`src/logic/rtcts_map.vh`:
```
// register offsets, field positions and reset values of the capture unit
`ifndef RTCTS_MAP_VH
`define RTCTS_MAP_VH
`define RTCTS_IDX_CTL2      8'h01
`define RTCTS_IDX_CAPCTL    8'h12
`define RTCTS_IDX_SEC       8'h13
`define RTCTS_IDX_MIN       8'h14
`define RTCTS_IDX_HOUR      8'h15
`define RTCTS_IDX_DAY       8'h16
`define RTCTS_IDX_MON       8'h17
`define RTCTS_IDX_YEAR      8'h18
`define RTCTS_IDX_IRQ_STAT  8'h20
`define RTCTS_IDX_IRQ_EN    8'h21
`define RTCTS_IDX_IRQ_CLR   8'h22
`define RTCTS_IDX_CONFIG    8'h23
`define RTCTS_BIT_COUNTDOWN_FLAG      3
`define RTCTS_BIT_AF        4
`define RTCTS_BIT_CAPTURE_FLAG_GROUND      5
`define RTCTS_BIT_WATCHDOG_FLAG      6
`define RTCTS_BIT_MSF       7
`define RTCTS_BIT_KEEP1ST   7
`define RTCTS_BIT_OFF       6
`define RTCTS_BIT_CAPTURE_FLAG_ANY      0
`define RTCTS_BIT_CAPTURE_IRQ_ENABLE      1
`define RTCTS_BIT_H12       2
`define RTCTS_CTL_RESET     8'h00
`define RTCTS_IRQ_W         4
`endif

```
`src/logic/rtcts_sync.v`:
```
// two-flop synchroniser with single-pulse edge detect for one level
`timescale 1ns/1ps
module rtcts_sync
(
    input  wire hclk,
    input  wire hresetn,
    input  wire din,
    output reg  level_r,
    output reg  rise_r
);
    reg meta_r;   // first stage, read only by level_r
    reg prev_r;   // last synchronised level

    // metastability guard then edge detect on the clean stage
    always @(posedge hclk or negedge hresetn)
    begin
        if (!hresetn)
        begin
            meta_r  <= 1'b0;
            level_r <= 1'b0;
            prev_r  <= 1'b0;
            rise_r  <= 1'b0;
        end
        else
        begin
            meta_r  <= din;
            level_r <= meta_r;
            prev_r  <= level_r;
            rise_r  <= level_r & ~prev_r; // one pulse per assertion
        end
    end
endmodule

```
`src/logic/rtcts_top.v`:
```
// timestamp capture unit of the rtc with ahb-lite register slave
// Notes on behaviour
// - classify input: intermediate level or ground
// - capture on after reset; disable bit stops
// - intermediate event: snapshot, set flag one
// - flag one clears; resets only on fresh edge
// - ground event: snapshot, set both flags
// - irq drops once both flags cleared
// - mode zero overwrites, mode one keeps first
// - flags at bits 3,4,7 clear each on its own
// - sixteenths bcd in capture control low bits
// - seconds bcd at 13h
// - minutes bcd at 14h
// - hour follows 12/24 mode with pm bit
// - day bcd at 16h
// - flag writes are bitwise and
// - watchdog flag ignores writes
// - month and year captured too
`timescale 1ns/1ps
`include "rtcts_map.vh"
module rtcts_top
(
    input  wire        hclk,
    input  wire        hresetn,
    input  wire        hsel,
    input  wire [31:0] haddr,
    input  wire [1:0]  htrans,
    input  wire        hwrite,
    input  wire [2:0]  hsize,
    input  wire [31:0] hwdata,
    input  wire        hready,
    output reg  [31:0] hrdata,
    output reg         hreadyout,
    output reg         hresp,
    input  wire        det_mid,
    input  wire        det_gnd,
    input  wire [3:0]  now_sub16,
    input  wire [6:0]  now_sec,
    input  wire [6:0]  now_min,
    input  wire [5:0]  now_hour,
    input  wire [5:0]  now_day,
    input  wire [4:0]  now_mon,
    input  wire [7:0]  now_year,
    input  wire        tick_stable,
    input  wire        set_countdown_flag,
    input  wire        set_af,
    input  wire        set_msf,
    input  wire        watchdog_flag_in,
    output reg         irq_r,
    output reg         ts_irq_r
);
    // address phase registers
    reg        wr_pend_r;   // write data phase due
    reg [7:0]  wr_idx_r;    // word index of pending write
    // control and flag state
    reg        keep_first_r;  // capture_keep_first
    reg        cap_off_r;     // capture_disable
    reg        irq_en_r;      // capture_irq_enable
    reg        h12_r;         // clock in 12 hour mode
    reg        capture_flag_any_r;        // capture_flag_any
    reg        capture_flag_ground_r;        // capture_flag_ground
    reg        countdown_flag_r;        // countdown_flag
    reg        af_r;          // alarm_flag
    reg        msf_r;         // minsec_flag
    // snapshot storage
    reg [4:0]  cap_sub_r;
    reg [6:0]  cap_sec_r;
    reg [6:0]  cap_min_r;
    reg [5:0]  cap_hour_r;
    reg [5:0]  cap_day_r;
    reg [4:0]  cap_mon_r;
    reg [7:0]  cap_year_r;
    // pending capture waits for a stable counter instant
    reg        cap_pend_r;
    // generic interrupt block
    reg [3:0]  irq_stat_r;   // sticky events
    reg [3:0]  irq_mask_r;   // enable mask
    wire       mid_lvl;
    wire       mid_rise;
    wire       gnd_lvl;
    wire       gnd_rise;
    wire       ev_mid;       // intermediate event this cycle
    wire       ev_gnd;       // ground event this cycle
    wire       ev_any;
    wire       flags_set;
    wire       take_snap;
    wire       addr_ok;
    wire       wr_ctl2;
    wire       wr_capctl;
    wire [7:0] wd8;
    reg  [31:0] rd_nxt;

    // low byte of write data, narrow registers sit in low bits
    assign wd8 = hwdata[7:0];

    // detector outputs brought into hclk, one pulse per assertion
    rtcts_sync u_mid
    (
        .hclk    (hclk),
        .hresetn (hresetn),
        .din     (det_mid),
        .level_r (mid_lvl),
        .rise_r  (mid_rise)
    );
    rtcts_sync u_gnd
    (
        .hclk    (hclk),
        .hresetn (hresetn),
        .din     (det_gnd),
        .level_r (gnd_lvl),
        .rise_r  (gnd_rise)
    );

    // a ground drive trips the mid level in the same cycle or later; both count
    // as one ground event so the snapshot is not taken twice
    assign ev_gnd = gnd_rise & ~cap_off_r;
    assign ev_mid = mid_rise & ~gnd_lvl & ~cap_off_r;
    assign ev_any = ev_mid | ev_gnd;
    assign flags_set = capture_flag_any_r | capture_flag_ground_r;
    // keep-first mode leaves the first event untouched
    assign take_snap = ev_any & ~(keep_first_r & flags_set);

    // bus decode helpers
    assign addr_ok = hsel & hready & htrans[1];
    assign wr_ctl2 = wr_pend_r & (wr_idx_r == `RTCTS_IDX_CTL2);
    assign wr_capctl = wr_pend_r & (wr_idx_r == `RTCTS_IDX_CAPCTL);

    // converts a 24 hour bcd value to 12 hour form with pm bit
    function [5:0] to_h12;
        input [5:0] h;
        reg   [4:0] bin;
        reg   [4:0] b12;
        begin
            bin = h[5:4] * 5'd10 + {1'b0, h[3:0]};
            b12 = (bin == 5'd0) ? 5'd12 :
                  (bin > 5'd12) ? bin - 5'd12 : bin;
            to_h12 = {(bin >= 5'd12), (b12 >= 5'd10),
                      (b12 >= 5'd10) ? b12[3:0] - 4'hA : b12[3:0]};
        end
    endfunction

    // ahb address phase capture; slave is always zero wait
    always @(posedge hclk or negedge hresetn)
    begin
        if (!hresetn)
        begin
            wr_pend_r <= 1'b0;
            wr_idx_r  <= 8'h00;
            hreadyout <= 1'b1;
            hresp     <= 1'b0;
        end
        else
        begin
            wr_pend_r <= addr_ok & hwrite;
            wr_idx_r  <= haddr[9:2];
            hreadyout <= 1'b1;
            hresp     <= 1'b0; // always okay
        end
    end

    // read mux, registered so data stands in the data phase
    always @*
    begin
        rd_nxt = 32'h0000_0000;
        case (haddr[9:2])
            `RTCTS_IDX_CTL2:
                rd_nxt[7:0] = {msf_r, watchdog_flag_in, capture_flag_ground_r, af_r, countdown_flag_r,
                               3'b000};
            `RTCTS_IDX_CAPCTL:
                rd_nxt[7:0] = {keep_first_r, cap_off_r, 1'b0,
                               cap_sub_r};
            `RTCTS_IDX_SEC:  rd_nxt[7:0] = {1'b0, cap_sec_r};
            `RTCTS_IDX_MIN:  rd_nxt[7:0] = {1'b0, cap_min_r};
            `RTCTS_IDX_HOUR: rd_nxt[7:0] = {2'b00, cap_hour_r};
            `RTCTS_IDX_DAY:  rd_nxt[7:0] = {2'b00, cap_day_r};
            `RTCTS_IDX_MON:  rd_nxt[7:0] = {3'b000, cap_mon_r};
            `RTCTS_IDX_YEAR: rd_nxt[7:0] = cap_year_r;
            `RTCTS_IDX_IRQ_STAT: rd_nxt[3:0] = irq_stat_r;
            `RTCTS_IDX_IRQ_EN:   rd_nxt[3:0] = irq_mask_r;
            `RTCTS_IDX_CONFIG:
                rd_nxt[2:0] = {h12_r, irq_en_r, capture_flag_any_r};
            default: rd_nxt = 32'h0000_0000; // unmapped reads zero
        endcase
    end

    // read data register
    always @(posedge hclk or negedge hresetn)
    begin
        if (!hresetn)
            hrdata <= 32'h0000_0000;
        else if (addr_ok & ~hwrite)
            hrdata <= rd_nxt;
    end

    // control bits written by software
    always @(posedge hclk or negedge hresetn)
    begin
        if (!hresetn)
        begin
            keep_first_r <= 1'b0;
            cap_off_r    <= 1'b0;
            irq_en_r     <= 1'b0;
            h12_r        <= 1'b0;
            irq_mask_r   <= 4'h0;
        end
        else if (wr_pend_r)
        begin
            if (wr_capctl)
            begin
                keep_first_r <= wd8[`RTCTS_BIT_KEEP1ST];
                cap_off_r    <= wd8[`RTCTS_BIT_OFF];
            end
            if (wr_idx_r == `RTCTS_IDX_CONFIG)
            begin
                irq_en_r <= wd8[`RTCTS_BIT_CAPTURE_IRQ_ENABLE];
                h12_r    <= wd8[`RTCTS_BIT_H12];
            end
            if (wr_idx_r == `RTCTS_IDX_IRQ_EN)
                irq_mask_r <= wd8[3:0];
        end
    end

    // flags: writes and, hardware set wins over a clear
    always @(posedge hclk or negedge hresetn)
    begin
        if (!hresetn)
        begin
            capture_flag_any_r <= 1'b0;
            capture_flag_ground_r <= 1'b0;
            countdown_flag_r <= 1'b0;
            af_r   <= 1'b0;
            msf_r  <= 1'b0;
        end
        else
        begin
            // watchdog_flag bit of the write is simply not used
            countdown_flag_r <= set_countdown_flag | (countdown_flag_r &
                      ~(wr_ctl2 & ~wd8[`RTCTS_BIT_COUNTDOWN_FLAG]));
            af_r   <= set_af | (af_r &
                      ~(wr_ctl2 & ~wd8[`RTCTS_BIT_AF]));
            msf_r  <= set_msf | (msf_r &
                      ~(wr_ctl2 & ~wd8[`RTCTS_BIT_MSF]));
            capture_flag_ground_r <= ev_gnd | (capture_flag_ground_r &
                      ~(wr_ctl2 & ~wd8[`RTCTS_BIT_CAPTURE_FLAG_GROUND]));
            // flag one clears in the config register by writing zero
            capture_flag_any_r <= ev_any | (capture_flag_any_r &
                      ~((wr_idx_r == `RTCTS_IDX_CONFIG) & wr_pend_r &
                        ~wd8[`RTCTS_BIT_CAPTURE_FLAG_ANY]));
        end
    end

    // snapshot waits while counters ripple so all fields agree
    always @(posedge hclk or negedge hresetn)
    begin
        if (!hresetn)
            cap_pend_r <= 1'b0;
        else if (take_snap & ~tick_stable)
            cap_pend_r <= 1'b1;
        else if (tick_stable)
            cap_pend_r <= 1'b0;
    end

    // snapshot registers, loaded together in one edge
    always @(posedge hclk or negedge hresetn)
    begin
        if (!hresetn)
        begin
            cap_sub_r  <= 5'h00;
            cap_sec_r  <= 7'h00;
            cap_min_r  <= 7'h00;
            cap_hour_r <= 6'h00;
            cap_day_r  <= 6'h00;
            cap_mon_r  <= 5'h00;
            cap_year_r <= 8'h00;
        end
        else if ((take_snap | cap_pend_r) & tick_stable)
        begin
            // sixteenths 0..15 as two digit bcd
            cap_sub_r  <= (now_sub16 >= 4'hA) ?
                          {1'b1, now_sub16 - 4'hA} :
                          {1'b0, now_sub16};
            cap_sec_r  <= now_sec;
            cap_min_r  <= now_min;
            cap_hour_r <= h12_r ? to_h12(now_hour) : now_hour;
            cap_day_r  <= now_day;
            cap_mon_r  <= now_mon;
            cap_year_r <= now_year;
        end
    end

    // sticky status: bit0 mid event, bit1 ground, bit2 cleared-off
    // overflow (event ignored in keep-first), bit3 disabled event
    always @(posedge hclk or negedge hresetn)
    begin
        if (!hresetn)
            irq_stat_r <= 4'h0;
        else
            irq_stat_r <= {mid_rise & cap_off_r,
                           ev_any & ~take_snap, ev_gnd, ev_mid} |
                          (irq_stat_r &
                           ~((wr_pend_r &
                              (wr_idx_r == `RTCTS_IDX_IRQ_CLR)) ?
                             wd8[3:0] : 4'h0));
    end

    // interrupt outputs, levels from flops
    always @(posedge hclk or negedge hresetn)
    begin
        if (!hresetn)
        begin
            irq_r    <= 1'b0;
            ts_irq_r <= 1'b0;
        end
        else
        begin
            irq_r    <= |(irq_stat_r & irq_mask_r);
            // held until both capture flags cleared
            ts_irq_r <= irq_en_r & flags_set;
        end
    end
endmodule

```
`config.mk`:
```
export PLATFORM = sky130hd
export DESIGN_NAME = rtcts_top
export DESIGN_NICKNAME = d
export VERILOG_FILES = /design/src/logic/rtcts_sync.v /design/src/logic/rtcts_top.v
export VERILOG_INCLUDE_DIRS = /design/src /design/src/logic
export SDC_FILE = /design/constraint.sdc
export NUM_CORES = 1
export LEC_CHECK = 0
export BUFFER_PORTS_ARGS = -buffer_cell sky130_fd_sc_hd__buf_2
export CORE_MARGIN = 2
export CORE_UTILIZATION = 40
export CTS_CLUSTER_SIZE = 40
export DETAILED_ROUTE_END_ITERATION = 6
export GPL_TIMING_DRIVEN = 0
export HOLD_SLACK_MARGIN = 0.15
export PLACE_DENSITY = 0.66
export SLEW_MARGIN = 20
export SYNTH_ARGS = -nofsm -noshare
export SYNTH_HDL_FRONTEND = slang
export SYNTH_HIERARCHICAL = 1
export SYNTH_SLANG_ARGS = --single-unit
```
`constraint.sdc`:
```
create_clock -name hclk -period 2.1 [get_ports hclk]
set_input_delay 0.525 -clock hclk [delete_from_list [all_inputs] [get_ports hclk]]
set_output_delay 0.525 -clock hclk [all_outputs]
set_load 0.01 [all_outputs]
```
* Word-level counts from Yosys, hierarchy flattened
Index checks and enable logic that the tools add are counted.
** Storage, ports and cells
- Flip-flop bits (word level) :: 89
- Logic and storage cells :: 134
** Operators by class
- Add/sub/neg operators :: 4
- Multipliers :: 1
- Order comparisons :: 4
- Equal/unequal tests :: 16
- Mux-type cells :: 11
- Bitwise logic cells :: 60
- Reductions and logical operators :: 6
** Operators by type and width (number)
- equality test 8 x 5 -> 1 bit (second input constant) :: 8
- equality test 8 x 6 -> 1 bit (second input constant) :: 6
- case mux 4 bit (8 select lines) :: 1
- bitwise AND 1 bit :: 30
- case mux 3 bit (10 select lines) :: 1
- inverter 1 bit :: 18
- equality test 8 x 1 -> 1 bit (second input constant) :: 2
- two-way mux 5 bit :: 3
- >= comparator 5 x 4 -> 1 bit (second input constant) :: 2
- case mux 1 bit (10 select lines) :: 1
- bitwise AND 4 bit :: 2
- two-way mux 4 bit :: 2
- OR 1 bit :: 8
- subtractor 4 bit (second input constant) :: 2
- two-way mux 6 bit :: 1
- AND reduction 2 bit :: 3
- adder 5 x 4 -> 5 bit :: 1
- greater-than comparator 5 x 4 -> 1 bit (second input constant) :: 1
- zero test 5 bit :: 1
- subtractor 5 x 4 -> 5 bit (second input constant) :: 1
- >= comparator 4 bit (second input constant) :: 1
- multiplier 2 x 3 -> 4 bit (second input constant) :: 1
- inverter 4 bit :: 1
- OR 4 bit :: 1
- other kinds (3) :: 4

* Logic depth before layout (Yosys ltp)
Gate-level depths: netlist of the first run.
- Depth in word-level cells :: 8
- Depth in mapped cells :: 14

* Hierarchy
Netlist of the first run, hierarchy kept.
** By module, submodules not included
- rtcts_top :: instances 1, cells an instance 390, area each 4301.6 sq um, sequential area each 2026.9 sq um
- rtcts_sync :: instances 2, cells an instance 5, area each 113.9 sq um, sequential area each 100.1 sq um

* Least setup slack after synthesis of the first run
No wires, ideal clock.
- Path type :: input-to-reg
- From :: input port now_hour[1]
- To :: register cap_hour_r[1]
- Library setup time :: 0.086 ns
- Data arrival time :: 3.235 ns
- Data required time :: 2.014 ns
- Setup slack :: -1.221 ns
- Cell stages on the path :: 14
- Path buffers :: 0
- Cell sequence :: ha_1 -> inv_1 -> fa_1 -> xnor2_1 -> ha_1 -> or3b_1 -> a21oi_1 -> nor2_1 -> nor2_1 -> nor2_1 -> ha_1 -> nand3b_1 -> a211o_1 -> a32oi_1
** Between the ends
- Cells in the longest elaborated chain, start to end :: 7
** Ends and longest elaborated chain
- from (decl) :: RTL line rtcts_top.v:40 : input wire [5:0] now_hour,
- adder 5 x 4 -> 5 bit :: RTL line rtcts_top.v:134 : bin = h[5:4] * 5'd10 + {1'b0, h[3:0]};
- subtractor 5 x 4 -> 5 bit or greater-than comparator 5 x 4 -> 1 bit (tied branches) :: RTL line rtcts_top.v:136 : (bin > 5'd12) ? bin - 5'd12 : bin;
- two-way mux 5 bit :: RTL line rtcts_top.v:136
- two-way mux 5 bit :: RTL line rtcts_top.v:135 : b12 = (bin == 5'd0) ? 5'd12 :
- subtractor 4 bit or >= comparator 5 x 4 -> 1 bit (tied branches) :: RTL line rtcts_top.v:138 : (b12 >= 5'd10) ? b12[3:0] - 4'hA : b12[3:0]};
- two-way mux 4 bit :: RTL line rtcts_top.v:138
- two-way mux 6 bit (*) :: RTL line rtcts_top.v:284 : cap_hour_r <= h12_r ? to_h12(now_hour) : now_hour;
- to (signal assigned) :: RTL line rtcts_top.v:284
- to (decl) :: RTL line rtcts_top.v:69 : reg [5:0] cap_hour_r;
Every way passes the cells marked *; elsewhere a longest branch is shown, timed or not.
A chain may end at the register's enable or synchronous reset.

* Final worst setup path of the first run
- From :: input port now_hour[4]
- To :: register cap_hour_r[1]
** Between the ends
- Cells in the longest elaborated chain, start to end :: 8
** Ends and longest elaborated chain (RTL line)
- multiplier 2 x 3 -> 4 bit (*) :: rtcts_top.v:134
- adder 5 x 4 -> 5 bit (*) :: rtcts_top.v:134
- subtractor 5 x 4 -> 5 bit or greater-than comparator 5 x 4 -> 1 bit (tied branches) :: rtcts_top.v:136
- two-way mux 5 bit :: rtcts_top.v:136
- two-way mux 5 bit (*) :: rtcts_top.v:135
- subtractor 4 bit or >= comparator 5 x 4 -> 1 bit (tied branches) :: rtcts_top.v:138
- two-way mux 4 bit (*) :: rtcts_top.v:138
- two-way mux 6 bit (*) :: rtcts_top.v:284
Marked as above.

==> flow_summary.html, run 1 <==
<table>
<tr><th>Metric</th><th>Value</th></tr>
<tr><th colspan="2">Floorplan</th></tr>
<tr><td>Row count</td><td>38</td></tr>
<tr><td>Die Width</td><td>roughly 110 µm</td></tr>
<tr><td>Area of the placeable core</td><td>between 0.01 and 0.015 mm²</td></tr>
<tr><td>Chip height</td><td>approximately 110 µm</td></tr>
<tr><td>Die area</td><td>~0.012 mm²</td></tr>
<tr><td>Number of top-level design ports</td><td>160</td></tr>
<tr><td>Starting utilization of the core area</td><td>between 40% and 50%</td></tr>
<tr><th colspan="2">Cells and area</th></tr>
<tr><td>Number of diodes added for antenna fixing</td><td>0</td></tr>
<tr><td>Cell Count, Final, Fillers Out</td><td>671</td></tr>
<tr><td>Final core utilization</td><td>between 50% and 60%</td></tr>
<tr><td>Share of cells above drive strength 1</td><td>about two fifths</td></tr>
<tr><td>Final net count</td><td>658</td></tr>
<tr><td>P&amp;R area growth vs syn</td><td>26.0%</td></tr>
<tr><th colspan="2">Place</th></tr>
<tr><td>Total of buffers placed on input and output ports</td><td>slightly above 80</td></tr>
<tr><td>HPWL after detailed placement</td><td>roughly 8300 µm</td></tr>
<tr><td>Pre-CTS WS</td><td>-1.43 ns</td></tr>
<tr><td>Placed Instances</td><td>around 650</td></tr>
<tr><td>Final estimated routing congestion in global placement</td><td>~0.86</td></tr>
<tr><th colspan="2">Worst setup path</th></tr>
<tr><td>Required time of the critical path</td><td>between 2 and 2.5 ns</td></tr>
<tr><td>Critical path class</td><td>in2reg</td></tr>
<tr><td>Critical Path Start Type</td><td>input pin</td></tr>
<tr><td>Reg-to-reg startpoint</td><td>keep_first_r</td></tr>
<tr><td>Delay of the slowest cell on the worst path</td><td>between 0.3 and 0.4 ns</td></tr>
<tr><td>Worst reg2reg path depth</td><td>5</td></tr>
<tr><td>Largest fanout of any net on the critical path</td><td>3</td></tr>
<tr><td>Ordered cell list for the critical path</td><td>buf_8 &gt; ha_4 &gt; inv_2 &gt; fa_2 &gt; xnor2_4 &gt; ha_4 &gt; or3b_4 &gt; a21oi_2 &gt; nor2_2 &gt; nor2_1 &gt; nor2_1 &gt; ha_2 &gt; nand3b_1 &gt; a211o_1 &gt; a32oi_1</td></tr>
<tr><td>R2r setup slk</td><td>0.16 ns</td></tr>
<tr><td>Worst Setup End Kind</td><td>flop</td></tr>
<tr><td>R2R Path End</td><td>cap_sec_r[1]</td></tr>
<tr><td>Max stage delay cell, worst path</td><td>or3b_4</td></tr>
<tr><td>Arrival time of data at the critical path endpoint</td><td>roughly 3.2 ns</td></tr>
<tr><th colspan="2">Run status</th></tr>
<tr><td>Failing checks</td><td>negative setup slack</td></tr>
<tr><td>Run status</td><td>finished with violations</td></tr>
<tr><th colspan="2">Timing</th></tr>
<tr><td>Final Hold Vio Count</td><td>0</td></tr>
<tr><td>Tcrit/Tclk final</td><td>141%</td></tr>
<tr><td>Timing-limited maximum frequency</td><td>338 MHz</td></tr>
<tr><td>Fin Hold WS</td><td>approximately 0.19 ns</td></tr>
<tr><td>Final worst setup slack</td><td>-0.859 ns</td></tr>
<tr><td>Number of pins exceeding their max-slew limit in the final report</td><td>0</td></tr>
<tr><td>Worst setup skew after layout</td><td>between 0.007 and 0.008 ns</td></tr>
<tr><td>Unrepaired setup endpoints after global routing</td><td>true</td></tr>
<tr><td>Worst Max-Slew Pin Slew</td><td>approximately 0.58 ns</td></tr>
<tr><td>Post-route minimum period</td><td>between 2 and 3 ns</td></tr>
<tr><td>Setup violations, final</td><td>5</td></tr>
<tr><td>Relative slew margins</td><td>61.6%</td></tr>
<tr><th colspan="2">Detailed routing</th></tr>
<tr><td>Routed vias/inst</td><td>~5.2</td></tr>
<tr><td>Total iterations of the first detailed-routing run</td><td>5</td></tr>
<tr><td>Iteration-0 DRC Markers</td><td>about 250</td></tr>
<tr><td>Number of antenna-violating nets in the routed design</td><td>0</td></tr>
<tr><td>Vias post-DR</td><td>3,477</td></tr>
<tr><td>Wirelength per Cell</td><td>roughly 16 µm</td></tr>
<tr><td>WL final</td><td>approximately 11,000 µm</td></tr>
<tr><td>DRC violation count after routing</td><td>0</td></tr>
<tr><th colspan="2">Synthesis</th></tr>
<tr><td>Count of distinct cell types in the synthesized netlist</td><td>65</td></tr>
<tr><td>Cell accounting for the most synthesized area</td><td>dfrtp_1</td></tr>
<tr><td>Warnings from Yosys</td><td>6</td></tr>
<tr><td>Number of enable-type register cells in the synthesized netlist</td><td>0</td></tr>
<tr><td>Cell Area, Synth</td><td>0.00453 mm²</td></tr>
<tr><td>Leading post-synthesis cells by cell area</td><td>dfrtp_1, mux2_2, buf_4</td></tr>
<tr><td>Primary flip-flop cell chosen by synthesis mapping</td><td>dfrtp_1</td></tr>
<tr><td>Fraction of the yosys area taken by sequential cells</td><td>approximately half</td></tr>
<tr><td>Flop and latch count out of synthesis</td><td>89</td></tr>
<tr><td>Average size of a mapped cell</td><td>about 11 µm²</td></tr>
<tr><td>Area fraction of the dominant cell type after synthesis</td><td>49.2%</td></tr>
<tr><td>Post-Synthesis Cells</td><td>400</td></tr>
<tr><td>Post-synth ARST share</td><td>100%</td></tr>
<tr><th colspan="2">GRT</th></tr>
<tr><td>First-pass GRT wire length</td><td>about 18,000 µm</td></tr>
<tr><td>Maximum number of pins on one net before global-route repair</td><td>48</td></tr>
<tr><td>Vias in the first global route</td><td>around 3,500</td></tr>
<tr><td>Grt total ovfl</td><td>0</td></tr>
<tr><td>Initial antenna violation count</td><td>0</td></tr>
<tr><td>Overall Global Routing Usage</td><td>a little under a fifth</td></tr>
<tr><th colspan="2">Pwr</th></tr>
<tr><td>Total Power</td><td>between 4000 and 5000 µW</td></tr>
<tr><td>Worst VDD drop</td><td>0.000430 V</td></tr>
<tr><td>P per Cell Area</td><td>848 mW/mm²</td></tr>
<tr><td>Static Leak</td><td>between 0.002 and 0.003 µW</td></tr>
<tr><th colspan="2">CTS</th></tr>
<tr><td>CTS tree</td><td>built</td></tr>
<tr><td>CTS H-tree lvls</td><td>3</td></tr>
<tr><td>Later-pin clock latency in the skew report</td><td>approximately 0.33 ns</td></tr>
<tr><td>Clk pin slew, worst setup/hold paths</td><td>~0.060 ns</td></tr>
<tr><td>CTS Buf Count</td><td>9</td></tr>
<tr><td>Number of buffers on the longest clock path</td><td>2</td></tr>
<tr><td>Library cell used as clock root buffer</td><td>clkbuf_16</td></tr>
<tr><td>CTS sink count</td><td>89</td></tr>
<tr><th colspan="2">Flow run</th></tr>
<tr><td>Number of violations of the max-capacitance limit</td><td>0</td></tr>
<tr><th colspan="2">Hold path</th></tr>
<tr><td>Type of the tightest min-delay check</td><td>in2async</td></tr>
</table>
-- final cells by class --
type / instances / area [µm²]
clock buffer: 10 / 229
sequential: 89 / 2230
timing repair buffer: 91 / 522
clock inverter: 6 / 82.6
fill: 966 / 5230
multi-input combinational: 283 / 2160
tap: 140 / 175
inverter: 15 / 56.3
buffer: 37 / 258
-- critical path, delay by kind of cell --
kind                     cells  cell delay (ns)
buffers and inverters        2             0.11
AND/OR/NAND/NOR              5             0.81
XOR/XNOR                     1             0.22
AO/OA/AOI/OAI                3             0.68
adder cells (fa/ha/maj)      4             0.86
-- routing by layer --
metal	GRT usage (%)	share of wire (%)
met2	30.1	47
met4	6.25	1.7
met5	0	0
met1	23.9	45
met3	4.17	5.9
-- stage by stage --
step	area, µm²	setup TNS, ns
after floorplan	4650	-4.21
after global placement	5230	-29.12
after detailed placement	5260	-6.64
after CTS	5700	-2.93
after global routing	5710	-3.86
final	5710	-3.26
-- synth_stat cells, types with 4 or more instances --
cell,count
dfrtp_1,89
mux2_2,45
nor2_1,28
buf_4,26
o21ai_0,25
nand2_1,20
inv_1,14
mux2i_1,12
a21oi_1,11
a22oi_1,10
nand3_1,10
a22o_1,7
ha_1,7
a31oi_1,6
buf_2,5
nor3_1,5
and3_1,4
nor2b_1,4
nor3b_1,4
-- sequential cells by signal, indices dropped and copies added (netlist names), 4 cells and up --
| signal | cells |
|---|---|
| cap_day_r | 6 |
| cap_hour_r | 6 |
| cap_min_r | 7 |
| cap_mon_r | 5 |
| cap_sec_r | 7 |
| cap_sub_r | 5 |
| cap_year_r | 8 |
| hrdata | 8 |
| irq_mask_r | 4 |
| irq_stat_r | 4 |
| wr_idx_r | 8 |
-- how the worst max path moves through the flow --
| stage | from | end | slack (ns) | cells past startpoint |
|---|---|---|---|---|
| after floorplan | now_hour[1] | cap_hour_r[1] | -1.07 | 14 |
| after global placement | now_hour[4] | cap_hour_r[1] | -1.35 | 15 |
| after detailed placement | now_hour[4] | cap_hour_r[1] | -1.43 | 15 |
| after CTS | now_hour[4] | cap_hour_r[1] | -0.77 | 15 |
| after global routing | now_hour[4] | cap_hour_r[1] | -0.96 | 15 |
| final | now_hour[4] | cap_hour_r[1] | -0.86 | 15 |
-- layout by cell type, fill, tap and decap left out, types with 4 or more instances in the layout --
master     netlist  layout
dfrtp_1         89      89
buf_2            5      82
mux2_2          45      45
buf_4           26      37
nor2_1          28      27
conb_1           2      26
o21ai_0         25      25
nand2_1         20      20
mux2i_1         12      12
inv_1           14      10
a22oi_1         10      10
nand3_1         10      10
a21oi_1         11      10
clkbuf_16        0       9
a22o_1           7       7
a31oi_1          6       6
inv_2            1       5
nor3_1           5       5
nor2b_1          4       4
clkbuf_1         3       4
and3_1           4       4
ha_1             7       4
-- report_power, final --
part           switching (µW)  internal (µW)  leakage (µW)  total [µW]
Sequential                171           2020       0.00104        2190
Clock                     626           1040      0.000152        1660
Combinational             457            534       0.00145         991
Total                    1250           3590       0.00264        4840
-- logic make-up after synthesis --
group / after synthesis / share of synthesized area, %
flip-flops: 89 / 49.2
multiplexers: 59 / 14.8
XOR/XNOR: 1 / 0.193
other: 2 / 0.166
buffers and inverters: 52 / 6.93
AO/OA/AOI/OAI: 90 / 13.9
adder cells (fa/ha/maj): 8 / 2.38
AND/OR/NAND/NOR: 99 / 12.4
-- timing repair --
action / 4_1_cts / 5_1_grt
setup buffers: 9 / 0
endpoints found under the setup margin: 5 / 35
hold buffers: 0 / 0
pin swaps: 13 / 0
gates resized for setup: 12 / 3
(Power assumes the default switching activity.)
==> inputs of run 2 (changes only) <==
--- a/config.mk
+++ b/config.mk
@@ -8,12 +8,12 @@
 export LEC_CHECK = 0
 export BUFFER_PORTS_ARGS = -buffer_cell sky130_fd_sc_hd__buf_2
 export CORE_MARGIN = 2
-export CORE_UTILIZATION = 40
+export CORE_UTILIZATION = 45
 export CTS_CLUSTER_SIZE = 40
 export DETAILED_ROUTE_END_ITERATION = 6
 export GPL_TIMING_DRIVEN = 0
 export HOLD_SLACK_MARGIN = 0.15
-export PLACE_DENSITY = 0.66
+export PLACE_DENSITY = 0.73
 export SLEW_MARGIN = 20
 export SYNTH_ARGS = -nofsm -noshare
 export SYNTH_HDL_FRONTEND = slang
==> flow_summary.html, run 2 (synthesized netlist as in run 1, its figures left out) <==
<table>
<tr><th>Metric</th><th>Value</th></tr>
<tr><th colspan="2">Run status</th></tr>
<tr><td>Run status</td><td>finished with violations</td></tr>
<tr><td>Failing checks</td><td>negative setup slack</td></tr>
<tr><th colspan="2">CTS</th></tr>
<tr><td>Later-pin clock latency in the skew report</td><td>0.36 ns (+0.03 ns)</td></tr>
<tr><td>Number of buffers on the longest clock path</td><td>2 (unchanged)</td></tr>
<tr><td>CTS Buf Count</td><td>9 (unchanged)</td></tr>
<tr><td>Clk pin slew, worst setup/hold paths</td><td>0.08 ns (+0.02 ns)</td></tr>
<tr><td>CTS sink count</td><td>89 (unchanged)</td></tr>
<tr><td>Library cell used as clock root buffer</td><td>clkbuf_8</td></tr>
<tr><td>CTS tree</td><td>built</td></tr>
<tr><td>CTS H-tree lvls</td><td>3 (unchanged)</td></tr>
<tr><td>Cts hold-fix bufs</td><td>0 (unchanged)</td></tr>
<tr><th colspan="2">Pwr</th></tr>
<tr><td>Register share of total power</td><td>46.6% (+1.4 points)</td></tr>
<tr><td>Relative contribution of the clock network to total power</td><td>31.9% (-2.4 points)</td></tr>
<tr><td>Proportion of total power due to net switching</td><td>26.3% (+0.37 points)</td></tr>
<tr><td>P per Cell Area</td><td>826 mW/mm² (-2.5%)</td></tr>
<tr><td>Combinational share of power</td><td>21.6% (+1.1 points)</td></tr>
<tr><td>Cell-internal power</td><td>3460 µW (-3.5%)</td></tr>
<tr><td>Worst VDD drop</td><td>0.000435 V (+1.2%)</td></tr>
<tr><td>Net switching power</td><td>1230 µW (-1.6%)</td></tr>
<tr><td>Static Leak</td><td>0.00263 µW (-0.25%)</td></tr>
<tr><th colspan="2">GRT</th></tr>
<tr><td>Vias in the first global route</td><td>3,531 (+0.97%)</td></tr>
<tr><td>Met2 track demand over resource in global routing</td><td>33.5% (+3.4 points)</td></tr>
<tr><td>Grt total ovfl</td><td>0 (unchanged)</td></tr>
<tr><td>Initial antenna violation count</td><td>0 (unchanged)</td></tr>
<tr><td>Maximum number of pins on one net before global-route repair</td><td>50 (+4.2%)</td></tr>
<tr><td>Overall Global Routing Usage</td><td>20.8% (+2.5 points)</td></tr>
<tr><td>Met3 Use GR</td><td>4.89% (+0.72 points)</td></tr>
<tr><td>Met1 capacity usage during global routing</td><td>27.4% (+3.6 points)</td></tr>
<tr><td>Top Usage Layer GRT</td><td>met2</td></tr>
<tr><td>First-pass GRT wire length</td><td>17,700 µm (-0.51%)</td></tr>
<tr><th colspan="2">Cells and area</th></tr>
<tr><td>Non-Filler Cell Area, Final</td><td>0.00568 mm² (-0.46%)</td></tr>
<tr><td>Final core utilization</td><td>58.1% (+5.9 points)</td></tr>
<tr><td>Final net count</td><td>660 (+0.30%)</td></tr>
<tr><td>Most common library cell in the layout ignoring fill and taps</td><td>dfrtp_1</td></tr>
<tr><td>Largest regs</td><td>cap_year_r: 8 flops, hrdata: 8 flops, wr_idx_r: 8 flops</td></tr>
<tr><td>Number of diodes added for antenna fixing</td><td>0 (unchanged)</td></tr>
<tr><td>P&amp;R area growth vs syn</td><td>25.5%</td></tr>
<tr><td>Share of cells above drive strength 1</td><td>41.5% (+0.79 points)</td></tr>
<tr><td>Commonest non-fill, non-tap cells in the layout</td><td>dfrtp_1, buf_2, mux2_2</td></tr>
<tr><th colspan="2">Worst setup path</th></tr>
<tr><td>Critical path class</td><td>in2reg</td></tr>
<tr><td>Max stage delay cell, worst path</td><td>fa_2</td></tr>
<tr><td>Largest fanout of any net on the critical path</td><td>4 (+1)</td></tr>
<tr><td>Delay of the slowest cell on the worst path</td><td>0.42 ns (+0.03 ns)</td></tr>
<tr><td>Required time of the critical path</td><td>2.37 ns (+0.02 ns)</td></tr>
<tr><td>Worst Setup End Kind</td><td>flop</td></tr>
<tr><td>Number of buffers and inverters on the critical path</td><td>2 (unchanged)</td></tr>
<tr><td>Category of cells accounting for the largest share of critical-path delay</td><td>adder cells</td></tr>
<tr><td>Ordered cell list for the critical path</td><td>buf_8 &gt; ha_4 &gt; inv_2 &gt; fa_2 &gt; xnor2_4 &gt; ha_4 &gt; or3b_4 &gt; a21oi_2 &gt; nor2_2 &gt; nor2_1 &gt; nor2_1 &gt; ha_2 &gt; nand3b_1 &gt; a211o_1 &gt; a32oi_1</td></tr>
<tr><td>Critical Path Start Type</td><td>input pin</td></tr>
<tr><td>R2r setup slk</td><td>0.20 ns (+0.04 ns)</td></tr>
<tr><td>Arrival time of data at the critical path endpoint</td><td>3.26 ns (+0.05 ns)</td></tr>
<tr><th colspan="2">Detailed routing</th></tr>
<tr><td>Wirelength per Cell</td><td>16.3 µm (+0.57%)</td></tr>
<tr><td>DRC violation count after routing</td><td>0 (unchanged)</td></tr>
<tr><td>Routed vias/inst</td><td>5.31 (+2.4%)</td></tr>
<tr><td>Total iterations of the first detailed-routing run</td><td>5 (unchanged)</td></tr>
<tr><td>WL final</td><td>10,900 µm (-0.17%)</td></tr>
<tr><td>Number of antenna-violating nets in the routed design</td><td>0 (unchanged)</td></tr>
<tr><td>Vias post-DR</td><td>3,534 (+1.6%)</td></tr>
<tr><td>Iteration-0 DRC Markers</td><td>181 (-26%)</td></tr>
<tr><th colspan="2">Timing</th></tr>
<tr><td>Final Hold Vio Count</td><td>0 (unchanged)</td></tr>
<tr><td>Post-route minimum period</td><td>2.99 ns (+0.0259 ns)</td></tr>
<tr><td>Timing-limited maximum frequency</td><td>335 MHz (-0.87%)</td></tr>
<tr><td>Worst setup skew after layout</td><td>0.00794 ns (+0.000542 ns)</td></tr>
<tr><td>Setup violations, final</td><td>5 (unchanged)</td></tr>
<tr><td>Relative slew margins</td><td>63.6% (+2.0 points)</td></tr>
<tr><td>Tcrit/Tclk final</td><td>142% (+1.2 points)</td></tr>
<tr><td>Final worst setup slack</td><td>-0.885 ns (-0.0259 ns)</td></tr>
<tr><td>Setup Total Neg Slack</td><td>-3.54 ns (-0.278 ns)</td></tr>
<tr><td>Number of pins exceeding their max-slew limit in the final report</td><td>0 (unchanged)</td></tr>
<tr><td>Worst Max-Slew Pin Slew</td><td>0.541 ns (-0.0339 ns)</td></tr>
<tr><td>Unrepaired setup endpoints after global routing</td><td>true</td></tr>
<tr><td>Fin Hold WS</td><td>0.142 ns (-0.0507 ns)</td></tr>
<tr><th colspan="2">Hold path</th></tr>
<tr><td>Type of the tightest min-delay check</td><td>in2async</td></tr>
<tr><th colspan="2">Floorplan</th></tr>
<tr><td>Die area</td><td>0.0109 mm² (-11%)</td></tr>
<tr><td>Die Width</td><td>104 µm (-5.5%)</td></tr>
<tr><td>Row count</td><td>36 (-5.3%)</td></tr>
<tr><td>Area of the placeable core</td><td>0.00977 mm² (-11%)</td></tr>
<tr><td>Starting utilization of the core area</td><td>46.3% (+4.9 points)</td></tr>
<tr><td>Chip height</td><td>104 µm (-5.5%)</td></tr>
<tr><td>Number of top-level design ports</td><td>160 (unchanged)</td></tr>
<tr><th colspan="2">Place</th></tr>
<tr><td>Final estimated routing congestion in global placement</td><td>0.878 (+1.7%)</td></tr>
<tr><td>HPWL after detailed placement</td><td>8080 µm (-2.2%)</td></tr>
<tr><td>Post-placement cell area</td><td>0.00526 mm² (-0.17%)</td></tr>
<tr><td>Total of buffers placed on input and output ports</td><td>81 (unchanged)</td></tr>
<tr><th colspan="2">Flow run</th></tr>
<tr><td>Number of violations of the max-capacitance limit</td><td>0 (unchanged)</td></tr>
</table>
-- run 2: timing repair --
action,4_1_cts,5_1_grt
buffers inserted,9,2
pin swaps,14,12
endpoints found under the setup margin,5,34
gates resized for setup,16,6
-- run 2: layer usage --
metal | routed length [µm] | up-vias
met5 | 0 | -
met4 | 243 | 0
met3 | 723 | 19
met2 | 5210 | 144
met1 | 4680 | 1716
li1 | - | 1655
-- run 2: worst register-to-register path, delay by kind of cell (launching register included) --
family                 cells  cell delay, ns
muxes                      1            0.38
buffers and inverters      1            0.35
AOI/OAI and AO/OA          3            0.65
DFF                        1            0.41
-- run 2: power groups by stage --
stage | Sequential [µW] | Clock (µW) | Combinational, µW
2_1_floorplan | 2160 | 0 | 640
3_3_place_gp | 2200 | 0 | 871
3_5_place_dp | 2220 | 0 | 907
4_1_cts | 2180 | 1520 | 981
5_1_grt | 2220 | 1610 | 1110
6_report | 2190 | 1500 | 1010
-- run 2: worst paths after layout --
path                              start       endpoint  depth (start not counted)
setup / recovery            now_hour[4]  cap_hour_r[1]                         15
hold / removal                  hresetn          msf_r                          1
setup reg to reg           keep_first_r   cap_sec_r[6]                          5
hold reg to reg            u_gnd/meta_r  u_gnd/level_r                          0
max in group asynchronous       hresetn  cap_hour_r[4]                          2
min in group hclk               det_mid   u_mid/meta_r                          1
-- run 2: cell type report --
type | count | area, µm²
Timing Repair Buffer | 93 | 537
Multi-Input combinational cell | 283 | 2180
Fill cell | 819 | 4090
Sequential cell | 89 | 2230
Inverter | 15 | 58.8
Clock buffer | 10 | 128
Tap cell | 133 | 166
Buffer | 37 | 258
Clock inverter | 6 | 130
-- run 2: metrics by stage --
stage          cells  setup WS [ns]  total power, µW
4_1_cts          664         -0.771             4690
2_1_floorplan    424          -1.07             2800
6_report         666         -0.885             4700
3_3_place_gp     638          -1.35             3070
5_1_grt          666         -0.970             4930
3_5_place_dp     639          -1.45             3120
